==> config.mk <==
export PLATFORM = sky130hd
export DESIGN_NAME = infrared_pulse_endec
export DESIGN_NICKNAME = d
export VERILOG_FILES = /design/src/core/irda_endec_pkg.sv /design/src/core/infrared_pulse_endec.sv /design/src/core/irda_pulse_encoder.sv
export SDC_FILE = /design/constraint.sdc
export NUM_CORES = 1
export LEC_CHECK = 0
export ABC_AREA = 1
export BUFFER_PORTS_ARGS = -buffer_cell sky130_fd_sc_hd__buf_2
export CAP_MARGIN = 10
export CORE_MARGIN = 3
export CORE_UTILIZATION = 58
export DETAILED_ROUTE_END_ITERATION = 8
export GPL_TIMING_DRIVEN = 0
export PLACE_DENSITY = 0.75
export RECOVER_POWER = 100
export SLEW_MARGIN = 0
export SYNTH_ARGS = -nofsm -noshare
export SYNTH_HDL_FRONTEND = slang
export SYNTH_SLANG_ARGS = --single-unit
export TNS_END_PERCENT = 5
==> constraint.sdc <==
create_clock -name i_clk -period 1.5 [get_ports i_clk]
set_input_delay 0.15 -clock i_clk [delete_from_list [all_inputs] [get_ports i_clk]]
set_output_delay 0.15 -clock i_clk [all_outputs]
set_load 0.02 [all_outputs]
==> src/core/irda_endec_pkg.sv <==
package irda_endec_pkg;

  localparam int unsigned BIT_CLOCKS     = 16;
  localparam logic [3:0]  TX_PULSE_START = 4'h7;
  localparam logic [3:0]  TX_PULSE_END   = 4'ha;
  localparam logic [3:0]  RX_UPDATE_CNT  = 4'h8;
  localparam logic [3:0]  RX_WINDOW_CNT  = 4'hc;
  localparam logic [3:0]  CNT_RESET      = 4'h0;
  localparam logic [3:0]  CNT_LAST       = 4'hf;
  localparam logic        UART_RX_RESET  = 1'b1;
  localparam logic        IR_TX_RESET    = 1'b0;

  // uart side signals as one bundle
  typedef struct packed {
    logic tx;
    logic baud_tick;
  } uart_out_type;

  typedef enum logic [1:0] {
    RX_IDLE,
    RX_FIRST,
    RX_WINDOW
  } rx_state_type;

endpackage

==> src/core/infrared_pulse_endec.sv <==
module infrared_pulse_endec (
  input  wire logic i_clk,
  input  wire logic i_rstn,
  input  wire logic i_infrared_codec_enable,
  input  wire logic i_baud_tick,
  input  wire logic i_uart_tx,
  input  wire logic i_rx_pin,
  output logic      o_tx_pin,
  output logic      o_uart_rx
);

  ////////////////////////////////////////////////////////////////////////
  // pin synchroniser: three flops, change counts when stages 2 and 3 agree
  logic [2:0] rx_sync_q;
  logic       rx_clean_q;
  logic       rx_clean_prev_q;
  wire        agree_w = rx_sync_q[1] == rx_sync_q[2];

  always_ff @(posedge i_clk or negedge i_rstn) begin
    if (!i_rstn) begin
      rx_sync_q       <= 3'h7;
      rx_clean_q      <= 1'b1;
      rx_clean_prev_q <= 1'b1;
    end else begin
      rx_sync_q       <= {rx_sync_q[1:0], i_rx_pin};
      if (agree_w) rx_clean_q <= rx_sync_q[2];
      rx_clean_prev_q <= rx_clean_q;
    end
  end

  // the transceiver's pulses show as active-high on the pulse line;
  // a falling edge ends a pulse
  wire fall_w = rx_clean_prev_q & ~rx_clean_q;

  ////////////////////////////////////////////////////////////////////////
  // encoder
  logic enc_pulse_w;
  logic enc_busy_w;

  irda_pulse_encoder u_enc (
    .i_clk    (i_clk),
    .i_rstn   (i_rstn),
    .i_enable (i_infrared_codec_enable),
    .i_tick   (i_baud_tick),
    .i_bit    (i_uart_tx),
    .o_pulse  (enc_pulse_w),
    .o_busy   (enc_busy_w)
  );

  ////////////////////////////////////////////////////////////////////////
  // decoder: 0..15 counter, restarted on a falling edge when idle or in the window
  irda_endec_pkg::rx_state_type state_q;
  irda_endec_pkg::rx_state_type state_d;
  logic [3:0] cnt_q;
  logic       seen_q;
  logic       dec_q;

  // receive is ignored while the uart drives a zero or a frame still runs;
  // the frame flag alone drops for one tick between back-to-back zeros
  wire        rx_edge_w  = fall_w & ~enc_busy_w & i_uart_tx;
  wire  [3:0] cnt_nx_w   = cnt_q + 4'h1;
  // any baud divisor works; only the tick pulse paces us
  wire        at_upd_w   = i_baud_tick &&
                           (cnt_q == irda_endec_pkg::RX_UPDATE_CNT);
  wire        win_open_w = (cnt_q >= irda_endec_pkg::RX_WINDOW_CNT);
  wire        in_win_w   = (state_q == irda_endec_pkg::RX_WINDOW) |
                           ((state_q == irda_endec_pkg::RX_FIRST) &
                            win_open_w);

  // next state of the window tracker
  always_comb begin
    state_d = state_q;
    unique case (state_q)
      irda_endec_pkg::RX_IDLE:
        if (rx_edge_w) state_d = irda_endec_pkg::RX_FIRST;
      irda_endec_pkg::RX_FIRST:
        if (rx_edge_w && win_open_w) state_d = irda_endec_pkg::RX_FIRST;
        else if (i_baud_tick && cnt_q == irda_endec_pkg::CNT_LAST)
          state_d = irda_endec_pkg::RX_WINDOW;
      irda_endec_pkg::RX_WINDOW:
        if (rx_edge_w) state_d = irda_endec_pkg::RX_FIRST;
        else if (at_upd_w) state_d = irda_endec_pkg::RX_IDLE;
    endcase
  end

  always_ff @(posedge i_clk or negedge i_rstn) begin
    if (!i_rstn) begin
      state_q <= irda_endec_pkg::RX_IDLE;
      cnt_q   <= irda_endec_pkg::CNT_RESET;
      seen_q  <= 1'b0;
    end else if (!i_infrared_codec_enable) begin
      state_q <= irda_endec_pkg::RX_IDLE;
      cnt_q   <= irda_endec_pkg::CNT_RESET;
      seen_q  <= 1'b0;
    end else begin
      state_q <= state_d;
      if (rx_edge_w && (state_q == irda_endec_pkg::RX_IDLE || in_win_w))
        cnt_q <= irda_endec_pkg::CNT_RESET;
      else if (i_baud_tick && state_q != irda_endec_pkg::RX_IDLE)
        cnt_q <= cnt_nx_w;
      // pulse memory: set at the edge, consumed at count 8
      if (rx_edge_w) seen_q <= 1'b1;
      else if (at_upd_w) seen_q <= 1'b0;
    end
  end

  // level rebuilt on the baud clock, nine ticks after the pulse's falling edge
  always_ff @(posedge i_clk or negedge i_rstn) begin
    if (!i_rstn) begin
      dec_q <= irda_endec_pkg::UART_RX_RESET;
    end else if (!i_infrared_codec_enable || 
                 state_q == irda_endec_pkg::RX_IDLE) begin
      dec_q <= 1'b1;
    end else if (at_upd_w) begin
      dec_q <= ~(seen_q | rx_edge_w);
    end
  end

  ////////////////////////////////////////////////////////////////////////
  // pin and uart muxing; both outputs registered once
  logic tx_pin_q;
  logic uart_rx_q;
  wire  tx_sel_w = i_infrared_codec_enable ? enc_pulse_w : i_uart_tx;
  wire  rx_sel_w = i_infrared_codec_enable ? dec_q : rx_clean_q;

  always_ff @(posedge i_clk or negedge i_rstn) begin
    if (!i_rstn) begin
      tx_pin_q  <= irda_endec_pkg::IR_TX_RESET;
      uart_rx_q <= irda_endec_pkg::UART_RX_RESET;
    end else begin
      tx_pin_q  <= tx_sel_w;
      uart_rx_q <= rx_sel_w;
    end
  end

  assign o_tx_pin  = tx_pin_q;
  assign o_uart_rx = uart_rx_q;

endmodule

==> src/core/irda_pulse_encoder.sv <==
module irda_pulse_encoder (
  input  wire logic i_clk,
  input  wire logic i_rstn,
  input  wire logic i_enable,
  input  wire logic i_tick,
  input  wire logic i_bit,
  output logic      o_pulse,
  output logic      o_busy
);

  logic [3:0] cnt_q;
  logic       bit_q;
  logic       busy_q;
  logic       pulse_q;
  wire        start_w  = i_tick & ~busy_q & ~i_bit;
  wire  [3:0] cnt_nx_w = cnt_q + 4'h1;
  wire        hi_w     = (cnt_nx_w >= irda_endec_pkg::TX_PULSE_START) &&
                         (cnt_nx_w < irda_endec_pkg::TX_PULSE_END);

  // one bit frame of sixteen ticks; a zero bit gives a 7/3/6 shape
  always_ff @(posedge i_clk or negedge i_rstn) begin
    if (!i_rstn) begin
      cnt_q   <= irda_endec_pkg::CNT_RESET;
      bit_q   <= 1'b1;
      busy_q  <= 1'b0;
      pulse_q <= irda_endec_pkg::IR_TX_RESET;
    end else if (!i_enable) begin
      cnt_q   <= irda_endec_pkg::CNT_RESET;
      busy_q  <= 1'b0;
      pulse_q <= 1'b0;
    end else if (i_tick) begin
      if (!busy_q) begin
        cnt_q   <= irda_endec_pkg::CNT_RESET;
        bit_q   <= i_bit;
        busy_q  <= start_w;
        pulse_q <= 1'b0;
      end else begin
        cnt_q   <= cnt_nx_w;
        // frame ends on its sixteenth tick, next bit taken on the one after
        busy_q  <= (cnt_nx_w != irda_endec_pkg::CNT_LAST);
        pulse_q <= hi_w & ~bit_q;
      end
    end
  end

  assign o_pulse = pulse_q;
  assign o_busy  = busy_q;

endmodule

* After elaboration in Yosys (flattened, before gate mapping)
Cells that the tools add are included.
Word-level totals: register bits after elaboration 22, input bits 6, output and inout port bits 2, logic and storage cells 84
Operators by class: add/subtract/negate cells 2, magnitude comparators 3, equal/unequal tests 12, mux-type cells 26, bitwise operators 14, reduce and logical (&&, ||, !) cells 14
Operator list (number):
- 4-bit 2-to-1 mux | 6
- 1-bit 2-to-1 mux | 13
- 2-bit 2-to-1 mux | 6
- 4-bit by 1-bit adder with 4-bit output, second input constant | 2
- 4-bit == test, second input constant | 2
- 4-bit inequality test, second input constant | 2
- 1-bit bitwise AND | 7
- 1-bit logical AND | 6
- 3-bit by 1-bit inequality test with 1-bit output, second input constant | 2
- 2-bit one-hot mux with 3 select lines | 1
- 3-bit AND reduction | 2
- 1-bit inverter | 5
- 4-bit by 3-bit greater-or-equal comparator with 1-bit output, second input constant | 1
- 4-bit greater-or-equal comparator, second input constant | 1
- 4-bit < comparator, second input constant | 1
- 4-bit by 2-bit inequality test with 1-bit output, second input constant | 1
- 2-bit nonzero test | 2
- 3-bit inequality test, second input constant | 1
- 2-bit by 1-bit == test with 1-bit output, second input constant | 1
- 2-bit == test, second input constant | 1
- 2-bit logical NOT | 1
- 1-bit logical OR | 2
- 2-bit by 1-bit inequality test with 1-bit output, second input constant | 1
- 1-bit OR | 2
- other kinds (2) | 2

* Depth between registers and ports, before layout
Gate-level depths: netlist of run 1.
word-level depth 8, gate-level depth with buffers 11, gate-level depth less buffers 11

* Hierarchy
A second synthesis of run 1 with hierarchy kept.
Unflattened totals: cell total of the unflattened synthesis 140, area, all modules 1183.6 um2
By module, submodules not included:
- infrared_pulse_endec | instances 1, cells an instance 89, area each 780.7 um2, seq. area each 384.1 um2
- irda_pulse_encoder | instances 1, cells an instance 51, area each 402.9 um2, seq. area each 176.4 um2

* Worst setup path after synthesis of run 1
Ideal clock, no wire load.
path kind reg2reg, start point register state_q[0], end point register cnt_q[3], setup time 0.118 ns, data arrival time 1.106 ns, required time 1.382 ns, path slack 0.276 ns, stages on the path, launching flop included 8, path buffers 0, period minus slack after synthesis 1.224 ns, path through dfrtp_1 inv_1 ha_1 inv_1 nand2_1 nor2_1 xor2_1 nor2_1
On the way: cells in the longest elaborated chain, start to end 7, elaborated cells on any way between the ends 12, classes of those cells eq/ne: 3; mux: 2; bitwise: 2; reduce/logical: 5
RTL lines:
- start, declared | RTL line infrared_pulse_endec.sv:52 | irda_endec_pkg::rx_state_type state_q;
- start signal, assigned | RTL line infrared_pulse_endec.sv:88 | state_q <= irda_endec_pkg::RX_IDLE;
- start signal, assigned | RTL line infrared_pulse_endec.sv:92 | state_q <= irda_endec_pkg::RX_IDLE;
- start signal, assigned | RTL line infrared_pulse_endec.sv:96 | state_q <= state_d;
- 2-bit by 1-bit == test with 1-bit output | RTL line infrared_pulse_endec.sv:67 | ((state_q == irda_endec_pkg::RX_FIRST) &
- 1-bit bitwise AND | RTL line infrared_pulse_endec.sv:67
- 1-bit OR | RTL line infrared_pulse_endec.sv:66 | wire in_win_w = (state_q == irda_endec_pkg::RX_WINDOW) |
- 1-bit logical OR | RTL line infrared_pulse_endec.sv:97 | if (rx_edge_w && (state_q == irda_endec_pkg::RX_IDLE || in_win_w))
- 1-bit logical AND | RTL line infrared_pulse_endec.sv:97
- 4-bit 2-to-1 mux | RTL line infrared_pulse_endec.sv:97
- 4-bit 2-to-1 mux | RTL line infrared_pulse_endec.sv:91 | end else if (!i_infrared_codec_enable) begin
- end signal, assigned | RTL line infrared_pulse_endec.sv:93 | cnt_q <= irda_endec_pkg::CNT_RESET;
- end signal, assigned | RTL line infrared_pulse_endec.sv:98 | cnt_q <= irda_endec_pkg::CNT_RESET;
- end signal, assigned | RTL line infrared_pulse_endec.sv:100 | cnt_q <= cnt_nx_w;
- end, declared | RTL line infrared_pulse_endec.sv:54 | logic [3:0] cnt_q;
Parallel ways exist; a longest one is shown, timed or not. A chain may end at the register's enable or synchronous reset.

* Final worst setup path of run 1
start point register state_q[1], end point register cnt_q[3]
Same word-level chain as after synthesis.

==> results.py, run 1 <==
metrics = {
    "setup_path": {
        "required_ps": 1720,
        "worstSetupPathType": "reg2reg",
        "cp_slowest_cell": "dfrtp_1",
        "slowest_delay_ps": 400,
        "critPathLaunchType": "flip-flop",
        "crit_chain": "inv_1 > ha_1 > inv_1 > nand2_1 > nor2_1 > xor2_1 > nor2_1",
        "crit_path_end_kind": "flip-flop",
        "arrival_ps": 1620,
        "crit_fanout": 4,
        "worstSetupStartpoint": "state_q[1]",
        "reg2reg_from": "state_q[1]",
    },
    "cts": {
        "insertion_delay_ps": 310,
        "cts_buffers": 3,
        "clkTransAtPathRegs_ps": 120,
        "root_buffer": "clkbuf_4",
        "cts.sinks": 22,
        "cts_tree": "yes",
        "cts.path.max_buffers": 2,
        "ctsHtreeMaxLevel": 1,
    },
    "power": {
        "clkPwrFrac": 0.225,
        "p_per_area_nw_per_um2": 1124,
        "vdd_drop_max_v": 0.0009803,
        "p_switching_mw": 0.4844,
        "p_int_mw": 0.9886,
        "power_frac_comb": 0.293,
        "p_leak_nw": 0.6703,
        "seqPwrFrac": 0.482,
        "switching_share": 0.3288,
    },
    "synthesis": {
        "yosysWarnings": 0,
        "synth_most_common_cell": "nand2_1",
        "ys_seq_elements": 22,
        "avgSynthCellArea_sq_um": 8.562,
        "synth_edf_count": 0,
        "synth_area_leaders": "dfrtp_1 29%, dfstp_2 18%, nand2_1 10%",
        "synth_cells": 140,
        "synth_top_area_frac": 0.2923,
        "syn_nets": 153,
        "yosys-top-cells-count": "32 x nand2_1, 19 x inv_1, 15 x nand3_1",
        "synth_top_flop_cell": "dfrtp_1",
        "ys_types": 25,
        "yosys.area.top_type": "dfrtp_1",
        "syn_area_sq_um": 1199,
        "ys_seq_area_frac": 0.4676,
        "async_flop_share": 1.000,
    },
    "finish": {
        "final-seq-area_sq_um": 560.5,
        "n_antenna_cell": 0,
        "syn2layout_area_growth_pct": 9.290,
        "finish.utilization": 0.7122,
        "final_design_area_no_fill_sq_um": 1310,
        "drive_gt1_frac": 0.1688,
        "nets": 168,
        "multiInputGateArea_sq_um": 523.0,
        "nFillCells": 151,
    },
    "outcome": {
        "status": "complete, no violations",
    },
    "floorplanning": {
        "dieArea_sq_um": 2648,
        "die_height_um": 51.46,
        "initial_utilization": 0.6517,
        "core_area_sq_um": 1839,
        "rows": 15,
        "die_w_um": 51.46,
        "io-pin-count": 8,
    },
    "timing": {
        "max_slew.worst_pin.slew_ps": 1150,
        "min_period_over_period": 0.9349,
        "hold_violations": 0,
        "relSlewSlack": 0.2336,
        "fmax_mhz": 713.1,
        "setup_viol": 0,
        "setup_tns_ps": 0,
        "finalClockSkew_ps": 1.604,
        "period_needed_ps": 1402,
        "slew_viol_final": 0,
    },
    "global_routing": {
        "overflow": 0,
        "grt_max_degree": 23,
        "grt_first_pass_wirelength_mm": 3.705,
        "grt_pass1_vias": 857,
        "antenna_found_initial": 0,
        "grtUsageTotal": 0.1981,
    },
    "drt": {
        "drt_pass1_iterations": 4,
        "first_iter_violations": 24,
        "routed_via_density": 5.045,
        "final_antenna_net_count": 0,
        "wl_per_cell_um": 11.89,
        "totalWireLength_mm": 2.128,
        "vias": 903,
        "drc_errors": 0,
    },
    "flow_run": {
        "cap_violations": 0,
    },
    "placed_design": {
        "gp_congestion": 0.8563,
        "placed_area_sq_um": 1260,
        "hpwlAfterDp_mm": 1.580,
        "port-buffer-count": 6,
    },
    "hold_path": {
        "hold_path_class": "in2reg",
        "holdCritStartpoint": "i_uart_tx",
    },
}
[power groups by stage]
stage                     logic (mW)  clock network (mW)  registers [mW]
after CTS                      0.409               0.348           0.713
final                          0.432               0.331           0.710
after global routing           0.491               0.367           0.720
after detailed placement       0.402                   0           0.724
after global placement         0.384                   0           0.721
after floorplan                0.314                   0           0.717
[area by class of cell]
type	instances	share of cell area
clock buffer	4	0.02770
sequential	22	0.4279
multi-input combinational	95	0.3992
timing repair buffer	10	0.04680
buffer	2	0.01433
tap	25	0.02388
inverter	21	0.06017
[metrics by stage]
| stage | std cells | total power, mW | setup WS [ps] | hold slack (ps) |
|---|---|---|---|---|
| after floorplan | 140 | 1.031 | 275.8 | -145.6 |
| after global placement | 171 | 1.105 | 159.0 | 129.8 |
| after detailed placement | 171 | 1.125 | 111.0 | 137.0 |
| after CTS | 177 | 1.469 | 89.23 | 75.40 |
| after global routing | 179 | 1.578 | -3.987 | 83.88 |
| final | 179 | 1.473 | 97.72 | 89.48 |
[timing repair]
action / CTS / global route
hold buffers: 2 / 0
setup buffers: 0 / 2
hold endpoints to repair: 15 / 0
setup endpoints to repair: 0 / 1
resized for setup: 0 / 0
[metal layers]
layer	GRT usage	up-vias	share of wire
met2	0.3220	18	0.47
met3	0.06122	9	0.043
met4	0.1135	0	0.043
met1	0.2287	409	0.44
li1	-	467	-
met5	0	-	0
[worst max-delay path, delay by kind of cell (launching register included)]
family	cells	cell delay (ps)
buffers and inverters	2	220
adder cells (fa/ha/maj)	1	210
flip-flops	1	400
AND/OR/NAND/NOR	3	320
XOR/XNOR	1	170
[flip-flops by register name, indices dropped and copies added (netlist names)]
signal / cells
cnt_q: 4
u_enc.bit_q: 1
rx_sync_q: 3
seen_q: 1
dec_q: 1
rx_clean_q: 1
rx_clean_prev_q: 1
u_enc.o_pulse: 1
state_q: 2
o_tx_pin: 1
o_uart_rx: 1
u_enc.cnt_q: 4
u_enc.o_busy: 1
[kinds of logic after synthesis]
| family | share of synthesized area |
|---|---|
| compound gates | 0.05428 |
| simple gates | 0.2797 |
| xor+xnor | 0.03550 |
| buf+inv | 0.08142 |
| fa+ha+maj | 0.08142 |
| flops | 0.4676 |
[final timing paths]
kind / slack [ps] / endpoint / cells after the start
worst max register to register: 100 / cnt_q[3] / 7
max in group asynchronous: 240 / state_q[1] / 2
worst min-delay path: 90 / u_enc.bit_q / 3
worst max-delay path: 100 / cnt_q[3] / 7
worst min register to register: 380 / rx_sync_q[1] / 0
min in group asynchronous: 580 / o_tx_pin / 2
[placed cells by master, fill, tap and decap left out, drive strengths merged]
master and count:
nand2 38, inv 21, nand3 16, nor2 15, dfrtp 14, o21ai 9
dfstp 8, ha 7, buf 7, clkbuf 7, xor2 4, dlygate4sd3 2
nand3b 1, a21oi 1, maj3 1, a21boi 1, o31ai 1, nand4 1
No activity file was read; power rests on OpenSTA's default activity.
==> inputs of run 2 (changes only) <==
- CORE_UTILIZATION: 58 -> 62
- PLACE_DENSITY: 0.75 -> 0.79
- clock period: 1.5 -> 1.7 ns (I/O delays scaled with it)
==> results.py, run 2 (synthesis gave the netlist of run 1 again) <==
metrics = {
    "outcome": {
        "status": "complete, no violations",
    },
    "cts": {
        "cts.path.max_buffers": 2,
        "insertion_delay_ps": 320,
        "ctsHtreeMaxLevel": 1,
        "root_buffer": "clkbuf_4",
        "cts_tree": "yes",
        "clkTransAtPathRegs_ps": 120,
        "cts.sinks": 22,
        "cts_resized": 0,
        "cts_buffers": 3,
    },
    "drt": {
        "vias": 897,
        "drt_pass1_iterations": 4,
        "totalWireLength_mm": 2.097,
        "wl_per_cell_um": 11.85,
        "first_iter_violations": 33,
        "routed_via_density": 5.068,
        "drc_errors": 0,
        "final_antenna_net_count": 0,
    },
    "floorplanning": {
        "io-pin-count": 8,
        "die_w_um": 49.97,
        "initial_utilization": 0.6723,
        "core_area_sq_um": 1783,
        "dieArea_sq_um": 2497,
        "rows": 15,
        "die_height_um": 49.97,
    },
    "finish": {
        "final-seq-area_sq_um": 560.5,
        "drive_gt1_frac": 0.1447,
        "top_regs": "cnt_q x4, u_enc.cnt_q x4, rx_sync_q x3",
        "nFillCells": 142,
        "final_cell_mix": "35 x nand2_1, 21 x inv_1, 15 x nand3_1",
        "layout_commonest_cell": "nand2_1",
        "n_antenna_cell": 0,
        "multiInputGateArea_sq_um": 520.5,
        "nets": 166,
        "syn2layout_area_growth_pct": 9.186,
        "final_design_area_no_fill_sq_um": 1309,
    },
    "timing": {
        "rsz0062_at_grt": "false",
        "min_period_over_period": 0.8524,
        "period_needed_ps": 1449,
        "relSlewSlack": 0.2406,
        "finalClockSkew_ps": 3.974,
        "hold_violations": 0,
        "max_slew.worst_pin.slew_ps": 1139,
        "setup_viol": 0,
        "fmax_mhz": 690.1,
        "setup_tns_ps": 0,
        "slew_viol_final": 0,
        "whs_ps": 89.59,
        "setup_slack_ps": 250.9,
    },
    "setup_path": {
        "reg2reg_from": "cnt_q[0]",
        "crit_chain": "inv_1 > ha_1 > nand2_4 > inv_1 > nand2_1 > nand2_2 > nand2_2 > nand2_1 > nand2_1 > nand2_1 > nand2_1",
        "worstSetupPathType": "reg2reg",
        "cp_slowest_cell": "dfrtp_1",
        "slowest_delay_ps": 440,
        "crit_path_end_kind": "flip-flop",
        "cp_common_cell": "nand2_1",
        "critPathLaunchType": "flip-flop",
        "worstSetupStartpoint": "cnt_q[0]",
        "required_ps": 1920,
        "arrival_ps": 1670,
        "crit_fanout": 4,
    },
    "global_routing": {
        "grt_pass1_vias": 841,
        "grt_max_degree": 23,
        "antenna_found_initial": 0,
        "grtUsageTotal": 0.2041,
        "overflow": 0,
        "grt_first_pass_wirelength_mm": 3.726,
    },
    "power": {
        "p_per_area_nw_per_um2": 1049,
        "seqPwrFrac": 0.457,
        "switching_share": 0.3061,
        "vdd_drop_max_v": 0.0009627,
        "power_frac_comb": 0.250,
        "p_leak_nw": 0.6649,
        "clkPwrFrac": 0.293,
        "p_int_mw": 0.9525,
        "power_mw": 1.373,
        "p_switching_mw": 0.4201,
    },
    "placed_design": {
        "placed_area_sq_um": 1260,
        "port-buffer-count": 6,
        "gp_congestion": 0.8431,
        "hpwlAfterDp_mm": 1.597,
        "place_ws_ps": 345.4,
    },
    "hold_path": {
        "holdCritStartpoint": "i_uart_tx",
        "hold_path_class": "in2reg",
    },
    "flow_run": {
        "cap_violations": 0,
    },
}
[run 2: cell count changes in the layout (fill, tap and decap cells not counted), sizes merged]
cell	previous run	this run
clkbuf	7	6
buf	7	5
bufinv	0	1
[run 2: power groups by stage]
stage / logic (mW) / clock network, mW / registers (mW)
5_1_grt: 0.387 / 0.436 / 0.636
3_3_place_gp: 0.336 / 0 / 0.637
6_report: 0.344 / 0.402 / 0.627
2_1_floorplan: 0.277 / 0 / 0.633
4_1_cts: 0.366 / 0.414 / 0.629
3_5_place_dp: 0.358 / 0 / 0.638
[run 2: area by class of cell]
type	count	share of cell area
tap	25	0.02390
buffer	2	0.01434
clock buffer	3	0.01721
multi-input combinational	95	0.3977
timing repair buffer	8	0.03537
inverter	21	0.06023
clock inverter	1	0.02294
sequential	22	0.4283
[run 2: layer usage]
| layer | wire length, um | up-vias | GRT usage |
|---|---|---|---|
| met2 | 981 | 19 | 0.3084 |
| met1 | 991 | 410 | 0.2770 |
| li1 | - | 463 | - |
| met3 | 79 | 5 | 0.03927 |
| met4 | 44 | 0 | 0.1060 |
| met5 | 0 | - | 0 |
[run 2: critical path, delay by kind of cell (launching register included)]
family                   cells  cell delay (ps)
flip-flops                   1              440
adder cells (fa/ha/maj)      1              190
buffers and inverters        2              110
AND/OR/NAND/NOR              8              620
[run 2: what timing repair did]
action                                  in CTS  in global routing
endpoints found under the setup margin       0                  0
hold buffers                                 2                  0
hold endpoints to repair                    15                  0
setup buffers                                0                  0
[run 2: worst paths after layout]
| kind | end | slack (ps) | depth (start not counted) |
|---|---|---|---|
| max reg2reg | state_q[0] | 250 | 11 |
| max in group asynchronous | state_q[0] | 440 | 2 |
| min | u_enc.bit_q | 90 | 3 |
| min in group asynchronous | u_enc.cnt_q[2] | 590 | 2 |
| min reg2reg | rx_sync_q[1] | 370 | 0 |
| max | state_q[0] | 250 | 11 |
[run 2: per-stage QoR]
stage          instances    util
2_1_floorplan        140       -
3_3_place_gp         171  0.7067
3_5_place_dp         171  0.7067
4_1_cts              177  0.7474
5_1_grt              177  0.7340
6_report             177  0.7340
==> inputs of run 3 (changes only) <==
- GPL_TIMING_DRIVEN: 0 -> default
==> results.py, run 3 (synthesis gave the netlist of run 1 again) <==
metrics = {
    "outcome": {
        "status": "complete, no violations",
    },
    "setup_path": {
        "worstSetupPathType": "reg2reg",
        "r2r-end": "cnt_q[3]",
        "r2r_slack_ps": 250,
        "reg2reg_depth": 7,
        "slowest_delay_ps": 400,
        "crit_fanout": 4,
        "worstSetupStartpoint": "state_q[0]",
        "crit_chain": "inv_1 > ha_1 > inv_1 > nand2_1 > nor2_1 > xor2_1 > nor2_1",
        "required_ps": 1900,
        "crit_end": "cnt_q[3]",
        "arrival_ps": 1650,
        "critPathLaunchType": "flip-flop",
        "reg2reg_from": "state_q[0]",
        "cp_slowest_cell": "dfrtp_1",
        "crit_path_end_kind": "flip-flop",
    },
    "timing": {
        "setup_tns_ps": 0,
        "rsz0062_at_grt": "false",
        "max_slew.worst_pin.slew_ps": 1167,
        "fmax_mhz": 691.0,
        "relSlewSlack": 0.2223,
        "period_needed_ps": 1447,
        "min_period_over_period": 0.8513,
        "setup_viol": 0,
        "slew_viol_final": 0,
        "finalClockSkew_ps": 9.894,
        "hold_violations": 0,
    },
    "cts": {
        "clkTransAtPathRegs_ps": 120,
        "cts.sinks": 22,
        "cts.path.max_buffers": 2,
        "ctsHtreeMaxLevel": 1,
        "root_buffer": "clkbuf_4",
        "cts_buffers": 3,
        "insertion_delay_ps": 300,
        "cts_tree": "yes",
        "cts_resized": 0,
    },
    "finish": {
        "nets": 165,
        "final_design_area_no_fill_sq_um": 1274,
        "syn2layout_area_growth_pct": 6.263,
        "top_regs": "cnt_q x4, u_enc.cnt_q x4, rx_sync_q x3",
        "n_antenna_cell": 0,
        "nFillCells": 157,
        "finish.utilization": 0.7144,
        "final_cell_mix": "34 x nand2_1, 21 x inv_1, 15 x nand3_1",
        "drive_gt1_frac": 0.1391,
        "layout_commonest_cell": "nand2_1",
    },
    "power": {
        "p_leak_nw": 0.6508,
        "clkPwrFrac": 0.224,
        "power_frac_comb": 0.270,
        "p_int_mw": 0.8409,
        "switching_share": 0.3238,
        "vdd_drop_max_v": 0.0007080,
        "power_mw": 1.244,
        "seqPwrFrac": 0.506,
        "p_switching_mw": 0.4026,
        "p_per_area_nw_per_um2": 976.3,
    },
    "floorplanning": {
        "die_height_um": 49.97,
        "rows": 15,
        "die_w_um": 49.97,
        "initial_utilization": 0.6723,
        "dieArea_sq_um": 2497,
        "core_area_sq_um": 1783,
        "io-pin-count": 8,
    },
    "placed_design": {
        "gp_congestion": 0.8375,
        "hpwlAfterDp_mm": 1.643,
        "port-buffer-count": 7,
        "placed_area_sq_um": 1246,
    },
    "global_routing": {
        "grt_first_pass_wirelength_mm": 3.746,
        "overflow": 0,
        "grt_max_degree": 23,
        "grt_pass1_vias": 858,
        "grtUsageTotal": 0.1934,
        "antenna_found_initial": 0,
    },
    "drt": {
        "drc_errors": 0,
        "wl_per_cell_um": 12.01,
        "totalWireLength_mm": 2.113,
        "final_antenna_net_count": 0,
        "vias": 892,
        "routed_via_density": 5.068,
        "drt_pass1_iterations": 4,
        "first_iter_violations": 10,
    },
    "hold_path": {
        "hold_path_class": "in2reg",
    },
    "flow_run": {
        "cap_violations": 0,
    },
}
## run 3: cell count changes in the layout (fill, tap and decap cells not counted), sizes merged
cell,delta
buf,-1
bufinv,-1
clkbuf,+1
## run 3: cell type report
cell class,count,area [sq um],share of cell area
inverter,21,78.83,0.06189
multi-input combinational,95,515.5,0.4047
tap,25,31.28,0.02456
clock buffer,4,36.28,0.02849
timing repair buffer,9,51.30,0.04028
sequential,22,560.5,0.4401
## run 3: worst min-delay path by stage
stage	startpoint	to	slack (ps)	cells after the start
detailed placement	i_rstn	state_q[1]	160	1
floorplan	i_rstn	cnt_q[0]	-130	0
global placement	i_rstn	state_q[0]	160	1
CTS	i_uart_tx	u_enc.o_busy	110	4
global route	i_uart_tx	u_enc.o_busy	130	4
finish	i_uart_tx	u_enc.o_busy	130	4
## run 3: power by group through the flow
stage          Clock [mW]  Sequential [mW]  Combinational [mW]
5_1_grt             0.320            0.635               0.393
3_5_place_dp            0            0.640               0.352
4_1_cts             0.295            0.630               0.360
2_1_floorplan           0            0.633               0.277
3_3_place_gp            0            0.635               0.339
6_report            0.278            0.629               0.336
## run 3: through the flow
step | hold slack (ps) | cells | setup WS, ps
6_report | 127.4 | 176 | 252.8
5_1_grt | 127.1 | 176 | 113.2
4_1_cts | 113.5 | 176 | 258.5
3_5_place_dp | 157.3 | 170 | 278.7
3_3_place_gp | 158.6 | 170 | 416.1
2_1_floorplan | -125.6 | 140 | 475.8
## run 3: critical path: cells and delay by family (launching register included)
kind	cells	cell delay, ps
adders and majority gates	1	210
and+or+nand+nor	3	340
DFF	1	400
buffers and inverters	2	200
xor gates and xnor gates	1	190
## run 3: timing repair
action / in CTS / in global routing
hold buffers: 2 / 0
hold endpoints to repair: 15 / 0
buffers inserted: 0 / 0
## run 3: per-layer routing
layer / vias to the layer above / share of wire / GRT usage
met1: 425 / 0.48 / 0.2578
met2: 7 / 0.51 / 0.3392
met3: 2 / 0.012 / 0.01813
met5: - / 0 / 0
li1: 458 / - / -
met4: 0 / 0.0047 / 0.04147
